$ cat src/bsc_pkg.sv
// Constants and types for the sensorless commutation sequencer
package bsc_pkg;
  localparam int          BSC_TW          = 16;
  localparam int          BSC_VW          = 12;
  localparam real         BSC_CLK_MHZ     = 200.0;
  localparam real         BSC_TICK_MS     = 1.0;
  localparam int unsigned BSC_TICK_CYC    =
    int'(BSC_TICK_MS * 1000.0 * BSC_CLK_MHZ);
  localparam logic [2:0]  BSC_SECTOR_LAST = 3'h5;
  localparam logic [2:0]  BSC_SECTOR_RST  = 3'h0;
  // Sector applied first after alignment: 90 degrees ahead of rotor flux
  localparam logic [2:0]  BSC_SECTOR_START = 3'h1;
  localparam logic [15:0] BSC_ALIGN_DEF   = 16'h1000;
  localparam logic [7:0]  BSC_OPEN_DEF    = 8'h10;
  localparam logic [15:0] BSC_BLANK_DEF   = 16'h0040;
  localparam logic [15:0] BSC_ADV_DEF     = 16'h0000;
  localparam int          BSC_FILT_SHIFT  = 2;
  // Avalon register offsets (byte addresses)
  localparam logic [5:0]  BSC_REG_CTRL    = 6'h00;
  localparam logic [5:0]  BSC_REG_ALIGN   = 6'h04;
  localparam logic [5:0]  BSC_REG_OPEN    = 6'h08;
  localparam logic [5:0]  BSC_REG_BLANK   = 6'h0c;
  localparam logic [5:0]  BSC_REG_ADV     = 6'h10;
  localparam logic [5:0]  BSC_REG_DUTY    = 6'h14;
  localparam logic [5:0]  BSC_REG_OLPER   = 6'h18;
  localparam logic [5:0]  BSC_REG_STATUS  = 6'h1c;
  localparam logic [5:0]  BSC_REG_ZCPER   = 6'h20;
  localparam logic [5:0]  BSC_REG_NEXTC   = 6'h24;
  localparam logic [15:0] BSC_OLPER_DEF   = 16'h2000;
  typedef enum logic [1:0] {
    BSC_IDLE, BSC_ALIGN, BSC_OPEN, BSC_RUN
  } bsc_state_t;
endpackage

$ cat src/bsc_seq.sv
// Sensorless six-step commutation sequencer with Avalon-MM registers
//
// The address map and the Avalon-MM register port were chosen for this implementation.
`timescale 1ns/100ps
// Summary of operation
// Alignment, open-loop and run states; closed loop only in run.
// Alignment drives A and B with regulator duty, C at zero.
// Alignment timeout moves the sequencer to open-loop start.
// First open-loop vector leads aligned rotor flux by 90 degrees.
// After set open-loop commutations enter run, timed by crossings.
// On trigger done, back up old timestamp and capture timer.
// Crossing processing starts only when both converter lists finish.
// Back-EMF equals phase voltage minus half bus voltage, signed.
// No evaluation while commutation blanking interval still runs.
// No evaluation after a crossing found or in open loop.
// Sector 0 to 5 selects detector behaviour.
// Current back-EMF saved as previous after every evaluation.
// On a crossing, select next sensed phase on the mux.
// After mux update, raise global load-ok for trigger unit.
// Sensed phase and sector choose rising or falling detection.
// Rising: negative back-EMF means not yet crossed, no update.
// Positive: offset is bemf over sample delta times period.
// Keep old and new crossing times, filter their difference.
// Next commutation is crossing plus half period minus advance.
// After scheduling, mark crossing found for this period.
// Commutation fires from timer compare match.
// Speed-control tick raised every millisecond.
// Falling detection negates back-EMF before the rising test.
// Commutation clears found flag, restarts blanking, sector mod 6.
module bsc_seq import bsc_pkg::*; #(
  parameter int unsigned TICK_CYC = BSC_TICK_CYC
) (
  input  wire logic                clk,
  input  wire logic                reset,
  input  wire logic [5:0]          avs_address,
  input  wire logic                avs_read,
  input  wire logic                avs_write,
  input  wire logic [31:0]         avs_writedata,
  output logic [31:0]              avs_readdata,
  output logic                     avs_waitrequest,
  input  wire logic                init_done,
  input  wire logic [BSC_TW-1:0]   timer_value,
  input  wire logic                trigger_done,
  input  wire logic                adc0_done,
  input  wire logic                adc1_done,
  input  wire logic [BSC_VW-1:0]   phase_voltage,
  input  wire logic [BSC_VW-1:0]   bus_voltage,
  output logic [2:0]               sector,
  output logic [1:0]               phase_mux,
  output logic                     glb_ldok,
  output logic                     commutate,
  output logic                     speed_tick,
  output logic [1:0]               run_state,
  output logic                     align_drive,
  output logic [15:0]              align_duty_a,
  output logic [15:0]              align_duty_b,
  output logic [15:0]              align_duty_c
);
  ////////////////////////////////////////////////////////////////////////
  // Registers and bus
  logic        enable_q;
  logic [15:0] align_len_q, blank_len_q, adv_q, duty_q, olper_q;
  logic [7:0]  open_cnt_q;
  logic        bus_ack_q;
  bsc_state_t  state_q;
  logic        found_q;
  logic [15:0] zc_per_q, next_comm_q;

  // Sensed phase is the floating one of the sector
  function automatic logic [1:0] float_phase(input logic [2:0] s);
    case (s)
      3'h0, 3'h3: float_phase = 2'h2;
      3'h1, 3'h4: float_phase = 2'h1;
      default:    float_phase = 2'h0;
    endcase
  endfunction

  // Wraps by compare: six sectors do not fit a power-of-two counter
  function automatic logic [2:0] sector_inc(input logic [2:0] s);
    sector_inc = (s == BSC_SECTOR_LAST) ? 3'h0 : s + 3'h1;
  endfunction

  // One wait state gives the read mux a full cycle; waitrequest is
  // its own flop so the bus never sees a gated level
  always_ff @(posedge clk or posedge reset) begin
    if (reset) begin
      bus_ack_q       <= 1'b0;
      avs_waitrequest <= 1'b1;
    end else begin
      bus_ack_q       <= (avs_read | avs_write) & ~bus_ack_q;
      avs_waitrequest <= ~((avs_read | avs_write) & ~bus_ack_q);
    end
  end

  always_ff @(posedge clk or posedge reset) begin
    if (reset) begin
      enable_q    <= 1'b0;
      align_len_q <= BSC_ALIGN_DEF;
      open_cnt_q  <= BSC_OPEN_DEF;
      blank_len_q <= BSC_BLANK_DEF;
      adv_q       <= BSC_ADV_DEF;
      duty_q      <= 16'h0000;
      olper_q     <= BSC_OLPER_DEF;
    end else if (avs_write & bus_ack_q) begin
      if (avs_address == BSC_REG_CTRL) begin
        enable_q <= avs_writedata[0];
      end else if (avs_address == BSC_REG_ALIGN) begin
        align_len_q <= avs_writedata[15:0];
      end else if (avs_address == BSC_REG_OPEN) begin
        open_cnt_q <= avs_writedata[7:0];
      end else if (avs_address == BSC_REG_BLANK) begin
        blank_len_q <= avs_writedata[15:0];
      end else if (avs_address == BSC_REG_ADV) begin
        adv_q <= avs_writedata[15:0];
      end else if (avs_address == BSC_REG_DUTY) begin
        duty_q <= avs_writedata[15:0];
      end else if (avs_address == BSC_REG_OLPER) begin
        olper_q <= avs_writedata[15:0];
      end
    end
  end

  always_ff @(posedge clk or posedge reset) begin
    if (reset) begin
      avs_readdata <= 32'h0000_0000;
    end else if (avs_read & ~bus_ack_q) begin
      // Loaded on the request edge, stands through the acknowledge edge
      if (avs_address == BSC_REG_CTRL) begin
        avs_readdata <= {31'h0, enable_q};
      end else if (avs_address == BSC_REG_ALIGN) begin
        avs_readdata <= {16'h0, align_len_q};
      end else if (avs_address == BSC_REG_OPEN) begin
        avs_readdata <= {24'h0, open_cnt_q};
      end else if (avs_address == BSC_REG_BLANK) begin
        avs_readdata <= {16'h0, blank_len_q};
      end else if (avs_address == BSC_REG_ADV) begin
        avs_readdata <= {16'h0, adv_q};
      end else if (avs_address == BSC_REG_DUTY) begin
        avs_readdata <= {16'h0, duty_q};
      end else if (avs_address == BSC_REG_OLPER) begin
        avs_readdata <= {16'h0, olper_q};
      end else if (avs_address == BSC_REG_STATUS) begin
        avs_readdata <= {24'h0, found_q, sector, phase_mux, state_q};
      end else if (avs_address == BSC_REG_ZCPER) begin
        avs_readdata <= {16'h0, zc_per_q};
      end else if (avs_address == BSC_REG_NEXTC) begin
        avs_readdata <= {16'h0, next_comm_q};
      end else begin
        avs_readdata <= 32'h0000_0000;
      end
    end
  end

  ////////////////////////////////////////////////////////////////////////
  // Top-level sequencer
  logic [15:0] seq_cnt_q;
  logic [7:0]  comm_cnt_q;
  logic        comm_ev;
  logic        run_comm_hit, ol_comm_hit;

  // Exact compare: a time already passed waits for the timer to wrap
  assign ol_comm_hit  = (state_q == BSC_OPEN) && (seq_cnt_q == olper_q);
  assign run_comm_hit = (state_q == BSC_RUN) && found_q
                        && (timer_value == next_comm_q);
  assign comm_ev      = ol_comm_hit | run_comm_hit;

  always_ff @(posedge clk or posedge reset) begin
    if (reset) begin
      state_q    <= BSC_IDLE;
      seq_cnt_q  <= 16'h0000;
      comm_cnt_q <= 8'h00;
    end else if (!enable_q) begin
      // Clearing enable returns to idle from any state
      state_q    <= BSC_IDLE;
      seq_cnt_q  <= 16'h0000;
      comm_cnt_q <= 8'h00;
    end else begin
      case (state_q)
        BSC_IDLE: begin
          if (init_done) begin
            state_q <= BSC_ALIGN;
          end
        end
        BSC_ALIGN: begin
          if (seq_cnt_q == align_len_q) begin
            state_q   <= BSC_OPEN;
            seq_cnt_q <= 16'h0000;
          end else begin
            seq_cnt_q <= seq_cnt_q + 16'h0001;
          end
        end
        BSC_OPEN: begin
          if (ol_comm_hit) begin
            seq_cnt_q  <= 16'h0000;
            comm_cnt_q <= comm_cnt_q + 8'h01;
            if (comm_cnt_q + 8'h01 >= open_cnt_q) begin
              state_q <= BSC_RUN;
            end
          end else begin
            seq_cnt_q <= seq_cnt_q + 16'h0001;
          end
        end
        default: begin
          state_q <= BSC_RUN;
        end
      endcase
    end
  end

  always_ff @(posedge clk or posedge reset) begin
    if (reset) begin
      sector <= BSC_SECTOR_RST;
    end else if (state_q != BSC_OPEN && state_q != BSC_RUN) begin
      // Idle and alignment preload the start sector for open loop
      sector <= BSC_SECTOR_START;
    end else if (comm_ev) begin
      sector <= sector_inc(sector);
    end
  end

  always_ff @(posedge clk or posedge reset) begin
    if (reset) begin
      commutate    <= 1'b0;
      run_state    <= 2'h0;
      align_drive  <= 1'b0;
      align_duty_a <= 16'h0000;
      align_duty_b <= 16'h0000;
      align_duty_c <= 16'h0000;
    end else begin
      commutate    <= comm_ev;
      run_state    <= state_q;
      align_drive  <= (state_q == BSC_ALIGN);
      align_duty_a <= (state_q == BSC_ALIGN) ? duty_q : 16'h0000;
      align_duty_b <= (state_q == BSC_ALIGN) ? duty_q : 16'h0000;
      align_duty_c <= 16'h0000;
    end
  end

  ////////////////////////////////////////////////////////////////////////
  // Timestamps and blanking
  logic [15:0] ts_q, ts_bak_q, blank_q;
  // Old stamp kept so the sample period tracks the PWM rate

  always_ff @(posedge clk or posedge reset) begin
    if (reset) begin
      ts_q     <= 16'h0000;
      ts_bak_q <= 16'h0000;
    end else if (trigger_done) begin
      ts_bak_q <= ts_q;
      ts_q     <= timer_value;
    end
  end

  always_ff @(posedge clk or posedge reset) begin
    if (reset) begin
      blank_q <= 16'h0000;
    end else if (comm_ev) begin
      // Zero means the transient after commutation has died out
      blank_q <= blank_len_q;
    end else if (blank_q != 16'h0000) begin
      blank_q <= blank_q - 16'h0001;
    end
  end

  ////////////////////////////////////////////////////////////////////////
  // Crossing detection
  logic        a0_seen_q, a1_seen_q, both_done;
  logic [BSC_VW-1:0] ph_q, bus_q;
  logic signed [BSC_VW+1:0] bemf, bemf_dir, prev_q, delta;
  logic        falling, eval;
  logic [15:0] per, zc_time, zc_old_q, zc_new_q, raw_per;
  logic [31:0] prod;
  logic [15:0] offs;

  // Lists may finish in either order; wait for both
  always_ff @(posedge clk or posedge reset) begin
    if (reset) begin
      a0_seen_q <= 1'b0;
      a1_seen_q <= 1'b0;
      ph_q      <= '0;
      bus_q     <= '0;
    end else begin
      // A list end in the clearing cycle wins, else it would be lost
      if (adc0_done) begin
        a0_seen_q <= 1'b1;
        bus_q     <= bus_voltage;
      end else if (both_done) begin
        a0_seen_q <= 1'b0;
      end
      if (adc1_done) begin
        a1_seen_q <= 1'b1;
        ph_q      <= phase_voltage;
      end else if (both_done) begin
        a1_seen_q <= 1'b0;
      end
    end
  end
  assign both_done = a0_seen_q & a1_seen_q;

  assign bemf = $signed({2'b00, ph_q})
              - $signed({3'b000, bus_q[BSC_VW-1:1]});
  // Odd sectors see a falling back-EMF on the floating phase
  assign falling  = sector[0];
  assign bemf_dir = falling ? -bemf : bemf;
  assign delta    = bemf_dir - (falling ? -prev_q : prev_q);
  assign eval     = both_done && (blank_q == 16'h0000)
                    && !found_q && (state_q == BSC_RUN);
  assign per      = ts_q - ts_bak_q;
  // Division is kept combinational; fine at this sample rate
  assign prod     = 32'(unsigned'(bemf_dir[BSC_VW:0])) * 32'(per);
  assign offs     = (delta > 0) ?
                    16'(prod / 32'(unsigned'(delta[BSC_VW:0]))) : 16'h0000;
  assign zc_time  = ts_q - offs;
  assign raw_per  = zc_time - zc_new_q;

  always_ff @(posedge clk or posedge reset) begin
    if (reset) begin
      prev_q <= '0;
    end else if (both_done) begin
      prev_q <= bemf;
    end
  end

  always_ff @(posedge clk or posedge reset) begin
    if (reset) begin
      found_q     <= 1'b0;
      zc_old_q    <= 16'h0000;
      zc_new_q    <= 16'h0000;
      zc_per_q    <= 16'h0000;
      next_comm_q <= 16'h0000;
    end else if (eval && bemf_dir > 0) begin
      // Set wins over a commutation clear in the same cycle
      zc_old_q    <= zc_new_q;
      zc_new_q    <= zc_time;
      // Quarter-weight filter: one noisy crossing barely moves it
      zc_per_q    <= zc_per_q - (zc_per_q >> BSC_FILT_SHIFT)
                     + (raw_per >> BSC_FILT_SHIFT);
      next_comm_q <= zc_time + (zc_per_q >> 1) - adv_q;
      found_q     <= 1'b1;
    end else if (comm_ev) begin
      found_q <= 1'b0;
    end
  end

  always_ff @(posedge clk or posedge reset) begin
    if (reset) begin
      phase_mux <= 2'h0;
      glb_ldok  <= 1'b0;
    end else begin
      glb_ldok <= 1'b0;
      if (eval && bemf_dir > 0) begin
        phase_mux <= float_phase(sector_inc(sector));
        glb_ldok  <= 1'b1;
      end
    end
  end

  ////////////////////////////////////////////////////////////////////////
  // Millisecond speed tick
  logic [31:0] tick_cnt_q;
  // 32 bits cover any tick period a sane clock would need

  always_ff @(posedge clk or posedge reset) begin
    if (reset) begin
      tick_cnt_q <= 32'h0;
      speed_tick <= 1'b0;
    end else if (tick_cnt_q == TICK_CYC - 1) begin
      tick_cnt_q <= 32'h0;
      speed_tick <= 1'b1;
    end else begin
      tick_cnt_q <= tick_cnt_q + 32'h1;
      speed_tick <= 1'b0;
    end
  end
endmodule // bsc_seq

$ cat config.mk
export PLATFORM = sky130hd
export DESIGN_NAME = bsc_seq
export DESIGN_NICKNAME = d
export VERILOG_FILES = /design/src/bsc_pkg.sv /design/src/bsc_seq.sv
export SDC_FILE = /design/constraint.sdc
export NUM_CORES = 2
export LEC_CHECK = 0
export BUFFER_PORTS_ARGS = -buffer_cell sky130_fd_sc_hd__buf_2
export CAP_MARGIN = 20
export CORE_MARGIN = 2
export CORE_UTILIZATION = 40
export DETAILED_ROUTE_END_ITERATION = 10
export GPL_TIMING_DRIVEN = 0
export REMOVE_ABC_BUFFERS = 1
export SLEW_MARGIN = 40
export SYNTH_ARGS = -nofsm -noshare
export SYNTH_HDL_FRONTEND = slang
export SYNTH_SLANG_ARGS = --single-unit
$ cat constraint.sdc
create_clock -name clk -period 105.3 [get_ports clk]
set_input_delay 15.795 -clock clk [delete_from_list [all_inputs] [get_ports clk]]
set_output_delay 15.795 -clock clk [all_outputs]
set_load 0.03 [all_outputs]
==> results.yml <==
setup_path:
  path_max_fanout: 31
  worst_ep_required_time_ns: 105.73
  critPathLaunchType: "register"
  cpMaxStageDelayCell: "fa_1"
  crit_path_frequent_cell: "o21a_1"
  cp.buffers_inverters: 24
  critPathArrivalTime_ns: 99.98
  max_stage_delay_ns: 0.55
  crit_type: "register to register"
  end_kind: "register"
  crit_family: "compound AO/OA/AOI/OAI gates"
route:
  dr.pass1.iters: 6
  viasPerCell: 5.74
  drt_iter0_drc: 3214
  route.final.wire_length_mm: 143
  post_drt_wl_per_cell_microns: 18.5
  final_antenna_net_count: 0
  vias: 44400
  drc: 0
clocking:
  htree_levels: 2
  cts_tree: "done"
  cts_buffers: 37
  cts_buffer_depth: 3
  clk_latency_ns: 0.57
  cts_root_buffer: "clkbuf_16"
  cts_sinks: 327
  clk_pin_slew_worst_paths_ns: 0.06
logic_synthesis:
  synth.distinct_cells: 143
  ys_seq_area_frac: 0.170
  synthCells: 5932
  synth-main-ff-cell: "dfrtp_1"
  synth_area_sq_um: 48200
  syn_avg_cell_area_sq_um: 8.12
  synth-async-reset-ratio: 1.00
  ys_warn_count: 0
  synth-edff-count: 0
  ys_ff_latch: 327
layout:
  layout-drive-gt1-share: 0.147
  final_cell_area_sq_um: 54000
  fin_nets: 6887
  largest_reg_flops: 32
  syn_to_final_growth_pct: 12.2
  fin_cells: 7733
  largest-register: "tick_cnt_q"
timing:
  setup_viol: 0
  clock-skew-final_ns: 0.0242
  finalHoldViolations: 0
  slew_violations: 0
  max_freq_mhz: 10.0
  layout_min_cycle_time_ns: 99.55
  timing.final.crit_share: 0.945
  max_slew_margin: 0.396
  worst_pin_slew_ns: 0.900
  hold_slack_ns: 0.461
  fin_setup_tns_ns: 0
floorplan:
  io_pins: 178
  die_w_microns: 351
  rows: 127
  die_y_microns: 351
  die_area_sq_um: 123000
  core_area_sq_um: 120000
  start_util: 0.402
placement:
  placed_cell_area_sq_um: 50800
  place_inst: 7540
  gp_routability_congestion: 0.929
  dpl.hpwl_mm: 112
  io_buffers: 128
run:
  drv_cap: 0
grt:
  grt_start_max_net_pins: 77
  grt-ovfl-total: 0
  antenna_found_initial: 12
  grt_pass1_wl_mm: 227
  grt_pass1_vias: 42100
  gr-usage-all-layers: 0.226
status:
  status: "complete, no violations"
min_path:
  hold_class: "register to register"
## Yosys cell counts, types with 78 or more instances
cell type	count	area (sq um)
nand3_1	94	470
xnor2_1	227	1990
o21ai_0	295	1480
and2_1	95	594
mux2_2	179	2020
clkbuf_1	130	488
nand2_1	626	2350
ha_1	527	6590
nor2_1	429	1610
inv_1	427	1600
dfrtp_1	322	8060
fa_1	187	3740
a21oi_1	280	1400
nor3_1	260	1300
o21a_1	212	1590
nand2b_1	78	488
o31ai_1	123	923
xor2_1	162	1420
a21o_1	137	1030
## metal layers
metal | share of wire | vias to the layer above | GRT usage
met5 | 0.00035 | - | 0
met4 | 0.029 | 8 | 0.0595
met3 | 0.044 | 219 | 0.0189
met2 | 0.46 | 1052 | 0.377
met1 | 0.47 | 21400 | 0.314
li1 | - | 21700 | -
## path summary, 6_finish.rpt
check | startpoint | end | slack [ns] | cells after the start
min in group asynchronous | reset | bus_q[3] | 15.21 | 2
worst max-delay path | bus_q[2] | zc_per_q[15] | 5.75 | 483
worst max register to register | bus_q[2] | zc_per_q[15] | 5.75 | 483
worst min-delay path | tick_cnt_q[4] | tick_cnt_q[4] | 0.46 | 1
worst min register to register | tick_cnt_q[4] | tick_cnt_q[4] | 0.46 | 1
max in group asynchronous | reset | speed_tick | 88.96 | 4
## cell type report
cell class                 instances  area [sq um]
timing repair buffer             290          2030
clock inverter                    21           362
clock buffer                      46          1010
inverter                         432          1650
fill                           11800         65600
multi-input combinational       4999         38800
sequential                       327          8190
tap                             1612          2020
antenna                            6          15.0
## cells in the final DEF (no fill, tap or decap), drive strengths merged, types with 24 or more instances in the layout
master | netlist | routed
nand2 | 628 | 628
ha | 527 | 527
nor2 | 433 | 438
inv | 428 | 431
o21ai | 335 | 335
dfrtp | 322 | 322
buf | 89 | 290
a21oi | 283 | 283
nor3 | 265 | 265
xnor2 | 230 | 230
o21a | 213 | 213
fa | 187 | 187
mux2 | 183 | 183
xor2 | 163 | 163
a21o | 138 | 138
o31ai | 126 | 126
nand3 | 97 | 98
and2 | 97 | 97
nand2b | 78 | 78
nand4 | 77 | 77
nor2b | 73 | 73
or2 | 62 | 62
and3 | 59 | 60
nor4 | 57 | 57
or3 | 49 | 50
clkbuf | 130 | 46
o21bai | 45 | 45
a211oi | 43 | 43
mux2i | 39 | 39
a31oi | 36 | 36
conb | 1 | 35
o211ai | 32 | 32
a221oi | 28 | 28
o22ai | 24 | 24
a21boi | 24 | 24
## worst register-to-register path: cells and delay by family (launching register included)
family,cells,cell delay (ns)
and+or+nand+nor,124,23.70
muxes,7,2.29
xor gates and xnor gates,4,0.92
AOI/OAI and AO/OA,283,55.01
adders and majority gates,41,14.18
buffers and inverters,24,2.93
DFF,1,0.36
## per-stage QoR
stage,setup slack (ns),util
floorplan,6.57,-
global placement,-14.65,0.417
detailed placement,-9.39,0.425
CTS,0.0595,0.441
global route,-0.534,0.452
finish,5.75,0.452
## logic make-up (layout without fill, tap and decap cells)
kind of cell | after synthesis | after routing | synth area share
xor gates and xnor gates | 393 | 393 | 0.0721
buffers and inverters | 651 | 789 | 0.0559
DFF | 327 | 327 | 0.170
adders and majority gates | 718 | 718 | 0.216
muxes | 222 | 222 | 0.0511
other | 1 | 41 | 0.0000779
and+or+nand+nor | 2060 | 2070 | 0.212
AOI/OAI and AO/OA | 1560 | 1561 | 0.224
## repair_timing
action                                 CTS  global route
setup buffers                           31            77
cloned                                   5             6
endpoints found under the hold margin    0             0
setup endpoints to repair               48            48
gates resized for setup                 59           131
hold buffers                             0             0
pin swaps                               20            31
Power is left out: the tool's default activity adds up to more than one toggle a clock period on the data nets, which glitch-free logic cannot reach.
